### config.mk
export PLATFORM = sky130hd
export DESIGN_NAME = tcp_timer_top
export DESIGN_NICKNAME = d
export VERILOG_FILES = /design/src/common/tcp_pkg.sv /design/src/logic/tcp_timer_top.sv /design/src/logic/tcp_edge_detect.sv /design/src/logic/tcp_prescale.sv
export SDC_FILE = /design/constraint.sdc
export NUM_CORES = 1
export LEC_CHECK = 0
export ABC_AREA = 1
export BUFFER_PORTS_ARGS = -buffer_cell sky130_fd_sc_hd__buf_2
export CAP_MARGIN = 15
export CORE_AREA = 2 2 117 147
export DETAILED_ROUTE_END_ITERATION = 8
export DIE_AREA = 0 0 119 149
export GPL_TIMING_DRIVEN = 0
export PLACE_DENSITY = 0.71
export SYNTH_ARGS = -nofsm -noshare
export SYNTH_HDL_FRONTEND = slang
export SYNTH_SLANG_ARGS = --single-unit
### constraint.sdc
create_clock -name clk -period 4.1 [get_ports clk]
set_input_delay 1.23 -clock clk [delete_from_list [all_inputs] [get_ports clk]]
set_output_delay 1.23 -clock clk [all_outputs]
set_load 0.01 [all_outputs]
### src/common/tcp_pkg.sv
// Constants shared by the compare, pulse and modulation timer.
// Assumes byte addresses on an 8-bit APB address bus.
package tcp_pkg;
  localparam logic [7:0] OFS_CTL1 = 8'h00;
  localparam logic [7:0] OFS_CTL2 = 8'h04;
  localparam logic [7:0] OFS_STAT = 8'h08;
  localparam logic [7:0] OFS_IC1H = 8'h0c;
  localparam logic [7:0] OFS_IC1L = 8'h10;
  localparam logic [7:0] OFS_OC1H = 8'h14;
  localparam logic [7:0] OFS_OC1L = 8'h18;
  localparam logic [7:0] OFS_CNTH = 8'h1c;
  localparam logic [7:0] OFS_CNTL = 8'h20;
  localparam logic [7:0] OFS_IC2H = 8'h24;
  localparam logic [7:0] OFS_IC2L = 8'h28;
  localparam logic [7:0] OFS_OC2H = 8'h2c;
  localparam logic [7:0] OFS_OC2L = 8'h30;
  // Control one fields
  localparam int C1_CAPTURE_INTERRUPT_ENABLE = 7;
  localparam int C1_COMPARE_INTERRUPT_ENABLE = 6;
  localparam int C1_FOLV2 = 4;
  localparam int C1_FOLV1 = 3;
  localparam int C1_PULSE_LVL = 2;
  localparam int C1_FIRST_CAPTURE_EDGE_SELECT = 1;
  localparam int C1_AFTER_LVL = 0;
  // Control two fields
  localparam int C2_FIRST_COMPARE_PIN_ENABLE = 7;
  localparam int C2_OC2E = 6;
  localparam int C2_OPM = 5;
  localparam int C2_PWM = 4;
  localparam int C2_CC1 = 3;
  localparam int C2_CC0 = 2;
  localparam int C2_IEDG2 = 1;
  localparam int C2_EXEDG = 0;
  // Status fields
  localparam int ST_FIRST_CAPTURE_FLAG = 7;
  localparam int ST_FIRST_COMPARE_FLAG = 6;
  localparam int ST_SECOND_CAPTURE_FLAG = 4;
  localparam int ST_SECOND_COMPARE_FLAG = 3;
  // Timer clock select encodings
  localparam logic [1:0] CC_DIV4 = 2'h0;
  localparam logic [1:0] CC_DIV2 = 2'h1;
  localparam logic [1:0] CC_DIV8 = 2'h2;
  localparam logic [1:0] CC_EXT = 2'h3;
  // Reset and reload values
  localparam logic [7:0] CTL_RESET = 8'h00;
  localparam logic [15:0] OC_RESET = 16'h8000;
  localparam logic [15:0] CNT_RESET = 16'hfffc;
  localparam logic [15:0] CNT_RELOAD = 16'hfffc;
  localparam logic [15:0] IC_PULSE_VAL = 16'hfffd;
endpackage

### src/logic/tcp_timer_top.sv
// Waveform side of a 16-bit timer: compares, forced levels,
// one-pulse and modulation modes, with an APB register slave.
// Assumes pins synchronous to clk; one wait state per APB access.
`timescale 1ns/1ps
module tcp_timer_top
  import tcp_pkg::*;
(
  input wire logic clk,
  input wire logic rst_n,
  input wire logic psel,
  input wire logic penable,
  input wire logic pwrite,
  input wire logic [7:0] paddr,
  input wire logic [31:0] pwdata,
  output logic [31:0] prdata,
  output logic pready,
  output logic pslverr,
  input wire logic firstCapturePin,
  input wire logic secondCapturePin,
  input wire logic extClkPin,
  output logic firstCompareOutputPin,
  output logic firstPinSelect,
  output logic secondCompareOutputPin,
  output logic secondPinSelect,
  output logic timerIrq
);
  // Flag and arm vectors: [0] first_capture_flag, [1] second_capture_flag, [2] first_compare_flag, [3] second_compare_flag
  typedef struct packed {
    logic [7:0] ctl1;
    logic [7:0] ctl2;
    logic [15:0] cnt;
    logic [15:0] oc1;
    logic [15:0] oc2;
    logic [15:0] ic1;
    logic [15:0] ic2;
    logic [1:0] ocEn;
    logic [3:0] flg;
    logic [3:0] arm;
    logic fresh;
    logic pin1;
    logic pin2;
    logic sel1;
    logic sel2;
    logic irq;
    logic ready;
    logic err;
    logic [31:0] rdata;
  } tcp_state_t;

  tcp_state_t q;
  tcp_state_t d;
  logic [1:0] rstSyncQ;
  logic rstN;
  logic tick;
  logic extEdge;
  logic icEdge1;
  logic icEdge2;
  logic pwmMode;
  logic opmMode;
  logic normMode;
  logic div2;
  logic moment;
  logic evOc1;
  logic evOc2;
  logic acc;
  logic wrAcc;
  logic rdStat;
  logic reload;
  logic [3:0] lowAcc;
  logic [3:0] setFlg;
  logic [3:0] clrFlg;
  logic [3:0] shownFlg;
  logic [7:0] statByte;
  logic [7:0] rdByte;
  logic known;

  always_ff @(posedge clk or negedge rst_n) begin
    if (!rst_n) begin
      rstSyncQ <= 2'h0;
    end else begin
      rstSyncQ <= {rstSyncQ[0], 1'b1};
    end
  end
  assign rstN = rstSyncQ[1];

  tcp_edge_detect uExt (
    .clk(clk),
    .rstN(rstN),
    .pinIn(extClkPin),
    .riseSel(q.ctl2[C2_EXEDG]),
    .edgePulse(extEdge)
  );
  tcp_edge_detect uIc1 (
    .clk(clk),
    .rstN(rstN),
    .pinIn(firstCapturePin),
    .riseSel(q.ctl1[C1_FIRST_CAPTURE_EDGE_SELECT]),
    .edgePulse(icEdge1)
  );
  tcp_edge_detect uIc2 (
    .clk(clk),
    .rstN(rstN),
    .pinIn(secondCapturePin),
    .riseSel(q.ctl2[C2_IEDG2]),
    .edgePulse(icEdge2)
  );
  tcp_prescale uPre (
    .clk(clk),
    .rstN(rstN),
    .clkSel(q.ctl2[C2_CC1:C2_CC0]),
    .extEdge(extEdge),
    .tick(tick)
  );

  assign pwmMode = q.ctl2[C2_PWM];
  assign opmMode = q.ctl2[C2_OPM] & ~pwmMode;
  assign normMode = ~q.ctl2[C2_OPM] & ~pwmMode;
  assign div2 = (q.ctl2[C2_CC1:C2_CC0] == CC_DIV2);
  // At /2 the match is taken the cycle after the count changes, so the
  // flag lands mid-count; otherwise at the tick, landing on count+1.
  assign moment = div2 ? q.fresh : tick;
  assign evOc1 = moment & q.ocEn[0] & (q.cnt == q.oc1);
  assign evOc2 = moment & q.ocEn[1] & (q.cnt == q.oc2);
  assign reload = (opmMode & icEdge1) | (pwmMode & evOc2);

  assign acc = psel & penable & q.ready;
  assign wrAcc = acc & pwrite;
  assign rdStat = acc & ~pwrite & (paddr == OFS_STAT);
  assign lowAcc = {acc & (paddr == OFS_OC2L), acc & (paddr == OFS_OC1L),
                   acc & (paddr == OFS_IC2L), acc & (paddr == OFS_IC1L)};
  assign clrFlg = lowAcc & q.arm;
  // Arm only what the status read returned: a flag set during the wait
  // state was never seen by software and must not be cleared unseen
  assign shownFlg = {q.rdata[ST_SECOND_COMPARE_FLAG], q.rdata[ST_FIRST_COMPARE_FLAG],
                     q.rdata[ST_SECOND_CAPTURE_FLAG], q.rdata[ST_FIRST_CAPTURE_FLAG]} & q.flg;

  always_comb begin
    setFlg = 4'h0;
    setFlg[0] = (normMode & icEdge1) | (opmMode & icEdge1)
              | (pwmMode & evOc2);
    setFlg[1] = icEdge2;
    setFlg[2] = normMode & evOc1;
    setFlg[3] = ~pwmMode & evOc2;
  end

  always_comb begin
    statByte = 8'h00;
    statByte[ST_FIRST_CAPTURE_FLAG] = q.flg[0];
    statByte[ST_SECOND_CAPTURE_FLAG] = q.flg[1];
    statByte[ST_FIRST_COMPARE_FLAG] = q.flg[2];
    statByte[ST_SECOND_COMPARE_FLAG] = q.flg[3];
    known = 1'b1;
    case (paddr)
      OFS_CTL1: rdByte = q.ctl1;
      OFS_CTL2: rdByte = q.ctl2;
      OFS_STAT: rdByte = statByte;
      OFS_IC1H: rdByte = q.ic1[15:8];
      OFS_IC1L: rdByte = q.ic1[7:0];
      OFS_OC1H: rdByte = q.oc1[15:8];
      OFS_OC1L: rdByte = q.oc1[7:0];
      OFS_CNTH: rdByte = q.cnt[15:8];
      OFS_CNTL: rdByte = q.cnt[7:0];
      OFS_IC2H: rdByte = q.ic2[15:8];
      OFS_IC2L: rdByte = q.ic2[7:0];
      OFS_OC2H: rdByte = q.oc2[15:8];
      OFS_OC2L: rdByte = q.oc2[7:0];
      default: begin
        rdByte = 8'h00;
        known = 1'b0;
      end
    endcase
  end

  always_comb begin
    d = q;
    d.fresh = tick;
    d.ready = 1'b0;
    if (psel && penable && !q.ready) begin
      d.ready = 1'b1;
      d.err = ~known;
      d.rdata = known ? {24'h000000, rdByte} : 32'h00000000;
    end
    if (wrAcc) begin
      case (paddr)
        OFS_CTL1: d.ctl1 = pwdata[7:0];
        OFS_CTL2: d.ctl2 = pwdata[7:0];
        OFS_OC1H: begin
          d.oc1[15:8] = pwdata[7:0];
          d.ocEn[0] = 1'b0;
        end
        OFS_OC1L: begin
          d.oc1[7:0] = pwdata[7:0];
          d.ocEn[0] = 1'b1;
        end
        OFS_OC2H: begin
          d.oc2[15:8] = pwdata[7:0];
          d.ocEn[1] = 1'b0;
        end
        OFS_OC2L: begin
          d.oc2[7:0] = pwdata[7:0];
          d.ocEn[1] = 1'b1;
        end
        default: d.err = q.err;
      endcase
    end
    // Set wins over a clear landing in the same cycle
    d.flg = setFlg | (q.flg & ~clrFlg);
    d.arm = (q.arm & ~clrFlg) | (rdStat ? shownFlg : 4'h0);
    if (reload) begin
      d.cnt = CNT_RELOAD;
    end else if (tick) begin
      d.cnt = q.cnt + 16'h0001;
    end
    if (opmMode && icEdge1) begin
      d.ic1 = IC_PULSE_VAL;
    end else if (normMode && icEdge1) begin
      d.ic1 = q.cnt;
    end
    if (icEdge2) begin
      d.ic2 = q.cnt;
    end
    // Pin latches only follow while the alternate function is selected
    if (q.ctl2[C2_FIRST_COMPARE_PIN_ENABLE]) begin
      if (normMode) begin
        if (evOc1 || q.ctl1[C1_FOLV1]) begin
          d.pin1 = q.ctl1[C1_AFTER_LVL];
        end
      end else if (opmMode) begin
        if (icEdge1) begin
          d.pin1 = q.ctl1[C1_PULSE_LVL];
        end else if (evOc1) begin
          d.pin1 = q.ctl1[C1_AFTER_LVL];
        end
      end else begin
        if (evOc2) begin
          d.pin1 = q.ctl1[C1_PULSE_LVL];
        end else if (evOc1) begin
          d.pin1 = q.ctl1[C1_AFTER_LVL];
        end
      end
    end
    if (q.ctl2[C2_OC2E] && normMode) begin
      if (evOc2 || q.ctl1[C1_FOLV2]) begin
        d.pin2 = q.ctl1[C1_PULSE_LVL];
      end
    end
    d.sel1 = q.ctl2[C2_FIRST_COMPARE_PIN_ENABLE];
    d.sel2 = q.ctl2[C2_OC2E] & normMode;
    d.irq = (q.ctl1[C1_CAPTURE_INTERRUPT_ENABLE] & |q.flg[1:0])
          | (q.ctl1[C1_COMPARE_INTERRUPT_ENABLE] & |q.flg[3:2]);
  end

  always_ff @(posedge clk or negedge rstN) begin
    if (!rstN) begin
      q <= '0;
      q.ctl1 <= CTL_RESET;
      q.ctl2 <= CTL_RESET;
      q.cnt <= CNT_RESET;
      q.oc1 <= OC_RESET;
      q.oc2 <= OC_RESET;
      q.ocEn <= 2'h3;
      q.pin1 <= 1'b0;
      q.pin2 <= 1'b0;
    end else begin
      q <= d;
    end
  end

  assign prdata = q.rdata;
  assign pready = q.ready;
  assign pslverr = q.err;
  assign firstCompareOutputPin = q.pin1;
  assign firstPinSelect = q.sel1;
  assign secondCompareOutputPin = q.pin2;
  assign secondPinSelect = q.sel2;
  assign timerIrq = q.irq;

  high_inhibit_a: assert property (
    @(posedge clk) disable iff (!rstN)
    (wrAcc && paddr == OFS_OC1H) |=> !evOc1 && !q.ocEn[0])
    else $error("compare one matched after high byte write");
  div_two_a: assert property (
    @(posedge clk) disable iff (!rstN)
    (evOc1 && div2 && normMode && !reload) |=> q.flg[2] && q.cnt == $past(q.oc1))
    else $error("divide-by-two flag not set at count equal");
  div_other_a: assert property (
    @(posedge clk) disable iff (!rstN)
    (evOc1 && !div2 && normMode && !reload)
    |=> q.flg[2] && q.cnt == $past(q.oc1) + 16'h0001)
    else $error("slow clock flag not set at count plus one");
  force_level_a: assert property (
    @(posedge clk) disable iff (!rstN)
    (normMode && q.ctl1[C1_FOLV1] && q.ctl2[C2_FIRST_COMPARE_PIN_ENABLE] && !evOc1)
    |=> q.pin1 == $past(q.ctl1[C1_AFTER_LVL]) && !$rose(q.flg[2]))
    else $error("forced level not copied or flag raised");
  pulse_start_a: assert property (
    @(posedge clk) disable iff (!rstN)
    (opmMode && icEdge1 && q.ctl2[C2_FIRST_COMPARE_PIN_ENABLE])
    |=> q.cnt == CNT_RELOAD && q.ic1 == IC_PULSE_VAL && q.flg[0]
        && q.pin1 == $past(q.ctl1[C1_PULSE_LVL]))
    else $error("one-pulse trigger effects missing");
  pulse_no_ocf_a: assert property (
    @(posedge clk) disable iff (!rstN)
    opmMode && $past(opmMode) |-> !$rose(q.flg[2]))
    else $error("first compare flag set in one-pulse mode");
  pwm_reload_a: assert property (
    @(posedge clk) disable iff (!rstN)
    (pwmMode && evOc2) |=> q.cnt == CNT_RELOAD && q.flg[0])
    else $error("modulation period reload missing");
  pwm_no_flag_a: assert property (
    @(posedge clk) disable iff (!rstN)
    pwmMode && $past(pwmMode) |-> !$rose(q.flg[2]) && !$rose(q.flg[3]))
    else $error("compare flag set in modulation mode");
  count_step_a: assert property (
    @(posedge clk) disable iff (!rstN)
    (tick && !reload) |=> q.cnt == $past(q.cnt) + 16'h0001)
    else $error("counter did not advance on tick");
  pwm_pin_levels_a: assert property (
    @(posedge clk) disable iff (!rstN)
    (pwmMode && q.ctl2[C2_FIRST_COMPARE_PIN_ENABLE] && evOc1 && !evOc2)
    |=> q.pin1 == $past(q.ctl1[C1_AFTER_LVL]))
    else $error("modulation first match level wrong");
  pwm_cap_ignore_a: assert property (
    @(posedge clk) disable iff (!rstN)
    (pwmMode && icEdge1) |=> q.ic1 == $past(q.ic1))
    else $error("first capture taken in modulation mode");
  second_pin_idle_a: assert property (
    @(posedge clk) disable iff (!rstN)
    !normMode |=> !q.sel2 && $stable(q.pin2))
    else $error("second pin driven outside normal mode");
endmodule

### src/logic/tcp_edge_detect.sv
// Edge detector for one timer pin, selectable rising or falling.
// Assumes the pin is already synchronous to clk.
`timescale 1ns/1ps
module tcp_edge_detect
  import tcp_pkg::*;
(
  input wire logic clk,
  input wire logic rstN,
  input wire logic pinIn,
  input wire logic riseSel,
  output logic edgePulse
);
  typedef struct packed {
    logic prev;
  } tcp_edge_t;
  tcp_edge_t q;
  tcp_edge_t d;

  always_comb begin
    d = q;
    d.prev = pinIn;
  end

  always_ff @(posedge clk or negedge rstN) begin
    if (!rstN) begin
      q <= '0;
    end else begin
      q <= d;
    end
  end

  assign edgePulse = riseSel ? (pinIn & ~q.prev) : (~pinIn & q.prev);
endmodule

### src/logic/tcp_prescale.sv
// Timer clock generator: one-cycle tick at clk/2, /4, /8 or per
// external edge. Assumes extEdge is a one-cycle pulse.
`timescale 1ns/1ps
module tcp_prescale
  import tcp_pkg::*;
(
  input wire logic clk,
  input wire logic rstN,
  input wire logic [1:0] clkSel,
  input wire logic extEdge,
  output logic tick
);
  typedef struct packed {
    logic [2:0] div;
  } tcp_pre_t;
  tcp_pre_t q;
  tcp_pre_t d;

  always_comb begin
    d = q;
    d.div = q.div + 3'h1;
  end

  always_ff @(posedge clk or negedge rstN) begin
    if (!rstN) begin
      q <= '0;
    end else begin
      q <= d;
    end
  end

  always_comb begin
    case (clkSel)
      CC_DIV2: tick = q.div[0];
      CC_DIV4: tick = &q.div[1:0];
      CC_DIV8: tick = &q.div;
      default: tick = extEdge;
    endcase
  end
endmodule

* After elaboration in Yosys (flattened, before gate mapping)
Cells that the tools add are included.
Storage, ports and cells: register bits after elaboration 154, latch bits 0, memory bits (writable) 0, ROM bits 0, input port bits 48, output and inout bits 39, logic and storage cells 151, memories 0
Operators by class: add/sub/neg operators 2, multiply operators 0, div/mod/pow operators 0, order comparisons 0, equality and inequality tests 18, shift operators 0, muxes and demuxes 24, bitwise operators 50, reduce and logical (&&, ||, !) cells 30
Operators with widths (number):
- one-hot mux 8 bit (13 select lines) | 1
- 2-to-1 mux 16 bit | 4
- equality test 8 x 6 -> 1 bit (second input constant) | 5
- 2-to-1 mux 34 bit | 1
- equality test 16 bit | 2
- equality test 8 x 5 -> 1 bit (second input constant) | 4
- bitwise AND 1 bit | 29
- AND reduction 2 bit | 11
- adder 16 x 1 -> 16 bit (second input constant) | 1
- bitwise AND 4 bit | 4
- equality test 8 x 4 -> 1 bit (second input constant) | 2
- 2-to-1 mux 1 bit | 13
- OR reduction 13 bit | 1
- NOT 1 bit | 10
- equality test 8 x 3 -> 1 bit (second input constant) | 1
- zero test 8 bit | 1
- 2-to-1 mux 8 bit | 1
- OR 4 bit | 2
- nonzero test 2 bit | 4
- OR reduction 6 bit | 1
- logical AND 1 bit | 5
- 2-to-1 mux 4 bit | 1
- NOT 4 bit | 1
- OR 1 bit | 4
- 12 further kinds | 15

* Depth between registers and ports, before layout
Gate-level depths: netlist (run 1).
word-level depth 11, depth in mapped cells 16, mapped depth without buffers 15

* Modules after synthesis
Synthesis (run 1) repeated with hierarchy kept, for this count alone.
Unflattened totals: cell total of the unflattened synthesis 963, area total of the unflattened synthesis 7215.7 µm²
Modules (own cells, without submodules):
- tcp_timer_top | times used 1, cells an instance 924, area each 6914.1 µm², sequential area each 3125.5 µm²
- tcp_prescale | times used 1, cells an instance 18, area each 151.4 µm², sequential area each 75.1 µm²
- tcp_edge_detect | times used 3, cells an instance 7, area each 50.0 µm², sequential area each 25.0 µm²

* Least setup slack after synthesis (run 1)
Ideal clock, no wire load.
path type input -> register, start point in paddr[1], end point reg q[88] (netlist name), library setup time 0.127 ns, arrival time 2.264 ns, required time 3.973 ns, setup slack 1.709 ns, stages 9, path buffers 1, cells stage by stage nor2_1 -> inv_2 -> nor3_4 -> nand4_1 -> nor2_1 -> nand2_2 -> buf_6 -> nand2_1 -> o21ai_0
Between the ends: longest elaborated chain between the ends 2
RTL lines:
- start, declared | line tcp_timer_top.sv:13 | input wire logic [7:0] paddr,
- equality test 8 x 6 -> 1 bit | line tcp_timer_top.sv:184 | case (paddr)
- AND reduction 2 bit (no source line)
- end, declared | line tcp_timer_top.sv:50 | tcp_state_t q;
Every way passes these cells. A chain may end at the register's enable or synchronous reset.

* Worst setup path in the final report (run 1)
start point in paddr[7], end point reg q, in the netlist prdata[4]
Between the ends: longest elaborated chain between the ends 4, elaborated cells on any way between the ends 17, classes of those cells eq/ne (12); mux (3); reduce/logical (2)
RTL lines:
- equality test 8 x 4 -> 1 bit, or another cell as far along | line tcp_timer_top.sv:153 | case (paddr)
- OR reduction 13 bit (no source line)
- 2-to-1 mux 1 bit | line tcp_timer_top.sv:153
- 2-to-1 mux 8 bit (*) | line tcp_timer_top.sv:181 | d.rdata = known ? {24'h000000, rdByte} : 32'h00000000;
Every way passes the cells marked *; elsewhere a longest branch is shown, timed or not.

==> results.cfg, run 1 <==
[run_status]
status = finished, final reports clean

[critical_path]
r2r_start = uPre.q[0]
critPathLaunchType = input port
crit_path_max_incr_delay_ps = 360
crit_path_max_fanout = 9
critPathLaunch = paddr[7]
crit_end = prdata[4]
critical_path_required_ps = 4450
cp_num_cells = 10
slowest_stage = o22ai_1
crit_chain = buf_2 > nor2_2 > inv_1 > nor3_4 > nand2_1 > o22ai_1 > nor2_1 > nand4_1 > nand2_1 > o21ai_1
path_delay_family = simple AND/OR/NAND/NOR gates
cp.arrival_ps = 2940
crit_type = in -> reg
reg2reg_depth = 13
crit_buf_inv = 2
end_kind = flop
r2r_setup_slack_ps = 1960
r2r_end = q[119]
cpMostUsedCell = nand2_1

[sta]
fin_setup_tns_ps = 0
finalSetupViolations = 0
fin_ws_ps = 1510
fmax_mhz = 386
clock_skew_ps = 11.7
drv_slew = 0
period_share_pct = 63.2
tightest_slew_ps = 853
finalHoldViolCount = 0
finalCriticalPeriod_ps = 2590
rsz0062_at_grt = no
relSlewSlack_pct = 43.1

[yosys]
avgSynthCellArea_um2 = 7.70
synth_cells = 933
ys_seq_area_share_pct = 45.6
synth_area_leaders = dfrtp_1, nand2_1, inv_1
yosysTopAreaCell = dfrtp_1
synth_top_area_share_pct = 39.0
yosysWarnings = 0
ys_types = 41
yosys_register_bits = 130
synth_area_mm2 = 0.00718

[clock_network]
cts_setup_buffers = 0
clkTransAtPathRegs_ps = 50
cts_sinks = 130
htree_num_levels = 4
clock_latency_ps = 430
cts_buffers = 17
cts_root_buf = clkbuf_16
ctsHoldBuffers = 0
clockBufferDepth = 2
cts_tree = yes
post_cts_resized = 0

[floorplan]
start_util_pct = 43.5
ios = 87
die-area_mm2 = 0.0177
die_h_um = 149
fp.dieW_um = 119
core_mm2 = 0.0165
rows = 53

[global_routing]
top_usage_layer = met2
grt_use_met2_pct = 44.4
groute.usage.overall_pct = 26.7
overflow = 0
antenna_found_initial = 0
grt_pass1_vias = 6287
grt_use_met3_pct = 5.31
grt_pass1_wl_mm = 35.0
grt_start_max_net_pins = 66
met1_usage_pct = 33.3

[layout]
nFillCells = 1635
drive_gt1_share_pct = 17.8
areaGrowthSynthToFinish_pct = 16.0
antennaDiodeCount = 0
multi_input_area_mm2 = 0.00311
utilization_pct = 50.5
fin_area_mm2 = 0.00834
regArea_mm2 = 0.00328
fin_nets = 1065

[detailed_routing]
via_per_inst = 5.21
drt-total-wl_mm = 23.0
route.vias.total = 6496
drt.antenna.violating_nets = 0
wire_per_inst_um = 18.4
drtIter0Drc = 714
drc = 0
dr.pass1.iters = 6

[placed_design]
post_dp_cell_area_mm2 = 0.00777
port_buffers = 38
routabilityCongestion = 0.980
dpl.hpwl_mm = 17.5
place_ws_ps = 1100

[power_and_ir_drop]
p_leak_nw = 4.16
total_power_mw = 3.38
ir_worst_vdd_mv = 0.273
p_per_area_mw_per_mm2 = 405

[flow_run]
maxCapViolations = 0

[worst_hold_path]
hold_path.class = reg -> reg
cell usage in the layout, fill, tap and decap left out, types with 2 or more instances in the layout:
master,count
o21ai_0,66
clkinv_4,2
ha_1,3
nand3_1,42
clkbuf_1,9
clkbuf_8,4
clkinvlp_4,2
dfrtp_1,111
nor2_2,3
nand2_1,261
o21ai_1,14
dfstp_2,18
inv_2,15
nor2_4,6
nor3_4,7
clkinv_2,3
a21oi_1,13
buf_6,4
nand2_2,10
a31oi_1,2
nand3b_1,2
buf_4,33
o31ai_1,3
nand2_4,4
or2_1,2
buf_2,43
clkbuf_16,17
xor2_1,3
inv_1,130
a22oi_1,13
o21ai_2,8
nor3_1,14
o22ai_1,37
a211oi_1,2
nor2_1,66
nand4_1,15
xnor2_1,4
conb_1,25
per-layer routing:
layer  share of wire, %  vias up
met5                  0        -
met4                4.2        0
met3                6.3       57
met2                 48      291
met1                 41     3025
li1                   -     3123
power breakdown:
group	total [mW]	internal [mW]	leakage, nW	switching, mW
sequential	1.47	1.38	1.57	0.0915
combinational	0.445	0.141	2.31	0.304
clock	1.46	0.896	0.276	0.564
kinds of logic (layout without fill, tap and decap cells):
group	Yosys count	count (layout)	synth area share, %
buffers and inverters	193	264	12.3
adder cells (fa/ha/maj)	3	3	0.523
other	2	25	0.105
AND/OR/NAND/NOR	434	434	27.2
XOR/XNOR	7	7	0.853
AO/OA/AOI/OAI	164	164	13.4
flip-flops	130	130	45.6
sequential cells by signal, summed over array words and instances (netlist names):
name and count:
firstCompareOutputPin 1, uIc2.q 1, uExt.q 1, uPre.q 3
pslverr 1, pwmMode 1, q 105, secondCompareOutputPin 1
uIc1.q 1, timerIrq 1, prdata 8, rstSyncQ 2
d 1, firstPinSelect 1, secondPinSelect 1, pready 1
synthesized netlist by cell type:
cell / number
nand2_1: 261
inv_1: 130
dfrtp_1: 112
nor2_1: 66
o21ai_0: 66
nand3_1: 42
o22ai_1: 37
buf_4: 33
dfstp_2: 18
inv_2: 15
nand4_1: 15
nor3_1: 14
o21ai_1: 14
a21oi_1: 13
a22oi_1: 13
nand2_2: 10
o21ai_2: 8
nor3_4: 7
clkbuf_1: 6
nor2_4: 6
buf_2: 5
buf_6: 4
nand2_4: 4
xnor2_1: 4
ha_1: 3
nor2_2: 3
o31ai_1: 3
xor2_1: 3
a211oi_1: 2
a31oi_1: 2
conb_1: 2
nand3b_1: 2
or2_1: 2
a21o_1: 1
a22o_1: 1
nor3_2: 1
nor4_1: 1
o2111ai_1: 1
o211ai_1: 1
o221ai_1: 1
o41ai_1: 1
worst min path at each step:
| stage | depth (start not counted) | startpoint | slack, ps | end |
|---|---|---|---|---|
| after detailed placement | 0 | rstSyncQ[0] | 340 | rstSyncQ[1] |
| after global routing | 0 | rstSyncQ[0] | 350 | rstSyncQ[1] |
| after global placement | 0 | rstSyncQ[0] | 330 | rstSyncQ[1] |
| final | 0 | rstSyncQ[0] | 350 | rstSyncQ[1] |
| after CTS | 0 | rstSyncQ[0] | 350 | rstSyncQ[1] |
| after floorplan | 0 | rstSyncQ[0] | 330 | rstSyncQ[1] |
worst reg2reg max path: stages (launching register included):
cell	delay (ps)
dfrtp_1	380
ha_1	230
ha_1	220
nand2_1	70
nand3_1	70
nand2_1	80
inv_2	50
nand3b_1	70
nand2_1	180
nand4_1	160
nand2_1	170
inv_2	160
buf_6	150
nand3_1	80
through the flow:
stage                     hold WS [ps]  cells
after floorplan                    331    956
after global placement             334   1214
after detailed placement           339   1215
after CTS                          352   1247
after global routing               353   1247
final                              348   1247
final cells by class:
type | count | area share (%)
clock buffers | 24 | 5.90
inverters | 145 | 6.53
plain buffers | 48 | 4.08
well taps | 220 | 3.30
flip-flops and latches | 130 | 39.3
repair buffers | 39 | 2.61
clock inverters | 8 | 0.931
multi-input cells | 633 | 37.3
No activity file was read; power rests on OpenSTA's default activity.
==> run 2: changes to the inputs <==
PLACE_DENSITY = 0.68   (was 0.71)
clock period = 2.6 ns   (was 4.1 ns; I/O delays follow)
==> results.cfg, run 2 (synthesized netlist as in run 1, its figures left out) <==
[run_status]
status = finished, final reports clean

[global_routing]
overflow = 0
grt_start_max_net_pins = 57
grt_pass1_vias = 6228
groute.usage.overall_pct = 26.7
grt_pass1_wl_mm = 35.1
antenna_found_initial = 0

[clock_network]
clock_latency_ps = 430
ctsHoldBuffers = 0
cts_root_buf = clkbuf_16
cts_buffers = 17
htree_num_levels = 4
cts_sinks = 130
post_cts_resized = 0
cts_tree = yes
clkTransAtPathRegs_ps = 60
cts_setup_buffers = 0
clockBufferDepth = 2

[detailed_routing]
route.vias.total = 6556
drc = 0
dr.pass1.iters = 5
wire_per_inst_um = 18.4
drt.antenna.violating_nets = 0
drt-total-wl_mm = 23.0
drtIter0Drc = 662
via_per_inst = 5.26

[floorplan]
die-area_mm2 = 0.0177
core_mm2 = 0.0165
die_h_um = 149
rows = 53
fp.dieW_um = 119
start_util_pct = 43.5
ios = 87

[sta]
finalHoldViolCount = 0
fmax_mhz = 452
clock_skew_ps = 8.47
relSlewSlack_pct = 49.9
rsz0062_at_grt = no
period_share_pct = 85.0
finalSetupViolations = 0
drv_slew = 0
fin_ws_ps = 390
finalCriticalPeriod_ps = 2210
tightest_slew_ps = 752

[critical_path]
crit_end = secondCompareOutputPin
crit_type = reg -> reg
r2r_start = q[117]
cp.arrival_ps = 2510
critPathLaunchType = flop
r2r_end = secondCompareOutputPin
crit_path_max_fanout = 8
end_kind = flop
critical_path_required_ps = 2900
r2r_setup_slack_ps = 390
critPathLaunch = q[117]
reg2reg_depth = 14

[power_and_ir_drop]
ir_worst_vdd_mv = 0.430
p_leak_nw = 4.19
p_per_area_mw_per_mm2 = 657

[layout]
final_common_cell = nand2_1
largest_register_ffs = 105
multi_input_area_mm2 = 0.00311
drive_gt1_share_pct = 17.9
regArea_mm2 = 0.00328
final_cells = 1246
fin_nets = 1066
top_register = q
nFillCells = 1625
final_cell_mix = nand2_1, inv_1, dfrtp_1, nor2_1, o21ai_0
antennaDiodeCount = 0
areaGrowthSynthToFinish_pct = 16.9

[placed_design]
routabilityCongestion = 0.997
place_ws_ps = 77.3
port_buffers = 38
placedCellCount = 1216
dpl.hpwl_mm = 17.4

[flow_run]
maxCapViolations = 0

[worst_hold_path]
hold_path.class = in -> async
==> run 2: changes by cell type in the layout (fill, tap and decap cells not counted), sizes merged <==
cell,before,now
bufinv,1,4
clkinv,5,4
clkinvlp,2,3
clkbuf,30,25
buf,81,82
==> run 2: critical path, cell delays in order (launching register included) <==
cell	delay, ps
dfstp_2	510
buf_4	170
inv_1	170
nand2_1	130
nand2_1	50
nor2_1	80
inv_1	40
nor2_1	110
nand2_1	80
nor2_1	150
nand2_1	80
nor2_2	170
o21ai_0	170
nand2_1	90
o21ai_1	60
==> run 2: cell type report <==
class | count | area share [%]
sequential | 130 | 39.0
multi-input combinational | 633 | 37.0
inverter | 145 | 6.48
clock buffer | 19 | 5.27
buffer | 48 | 4.05
tap | 220 | 3.28
timing repair buffer | 40 | 2.92
clock inverter | 11 | 1.94
==> run 2: per-stage QoR <==
stage | total power, mW | TNS [ps] | area, um2 | util [%] | hold WS, ps
2_1_floorplan | 2.76 | 0 | 7270 | - | 331
3_3_place_gp | 3.03 | -39880 | 7740 | 46.9 | 335
3_5_place_dp | 3.05 | 0 | 7790 | 47.2 | 285
4_1_cts | 5.53 | 0 | 8400 | 50.9 | 120
5_1_grt | 5.71 | 0 | 8400 | 50.9 | 122
6_report | 5.52 | 0 | 8400 | 50.9 | 127
==> run 2: worst min path at each step <==
stage | to | cells past startpoint | from
after floorplan | rstSyncQ[1] | 0 | rstSyncQ[0]
after global placement | rstSyncQ[1] | 0 | rstSyncQ[0]
after detailed placement | q[100] | 0 | rstSyncQ[1]
after CTS | rstSyncQ[1] | 1 | rst_n
after global routing | rstSyncQ[1] | 1 | rst_n
final | rstSyncQ[1] | 1 | rst_n
==> run 2: where the power goes <==
part           switching, mW  total [mW]  internal, mW
combinational          0.495       0.721         0.226
sequential             0.132        2.31          2.18
clock                  0.882        2.49          1.61
==> run 2: metal layers <==
metal | global-route usage, % | share of wire (%) | vias to the layer above
li1 | - | - | 3128
met1 | 33.1 | 41 | 3063
met2 | 44.3 | 48 | 296
met3 | 4.51 | 6.1 | 69
met4 | 14.9 | 5.1 | 0
met5 | 0 | 0 | -
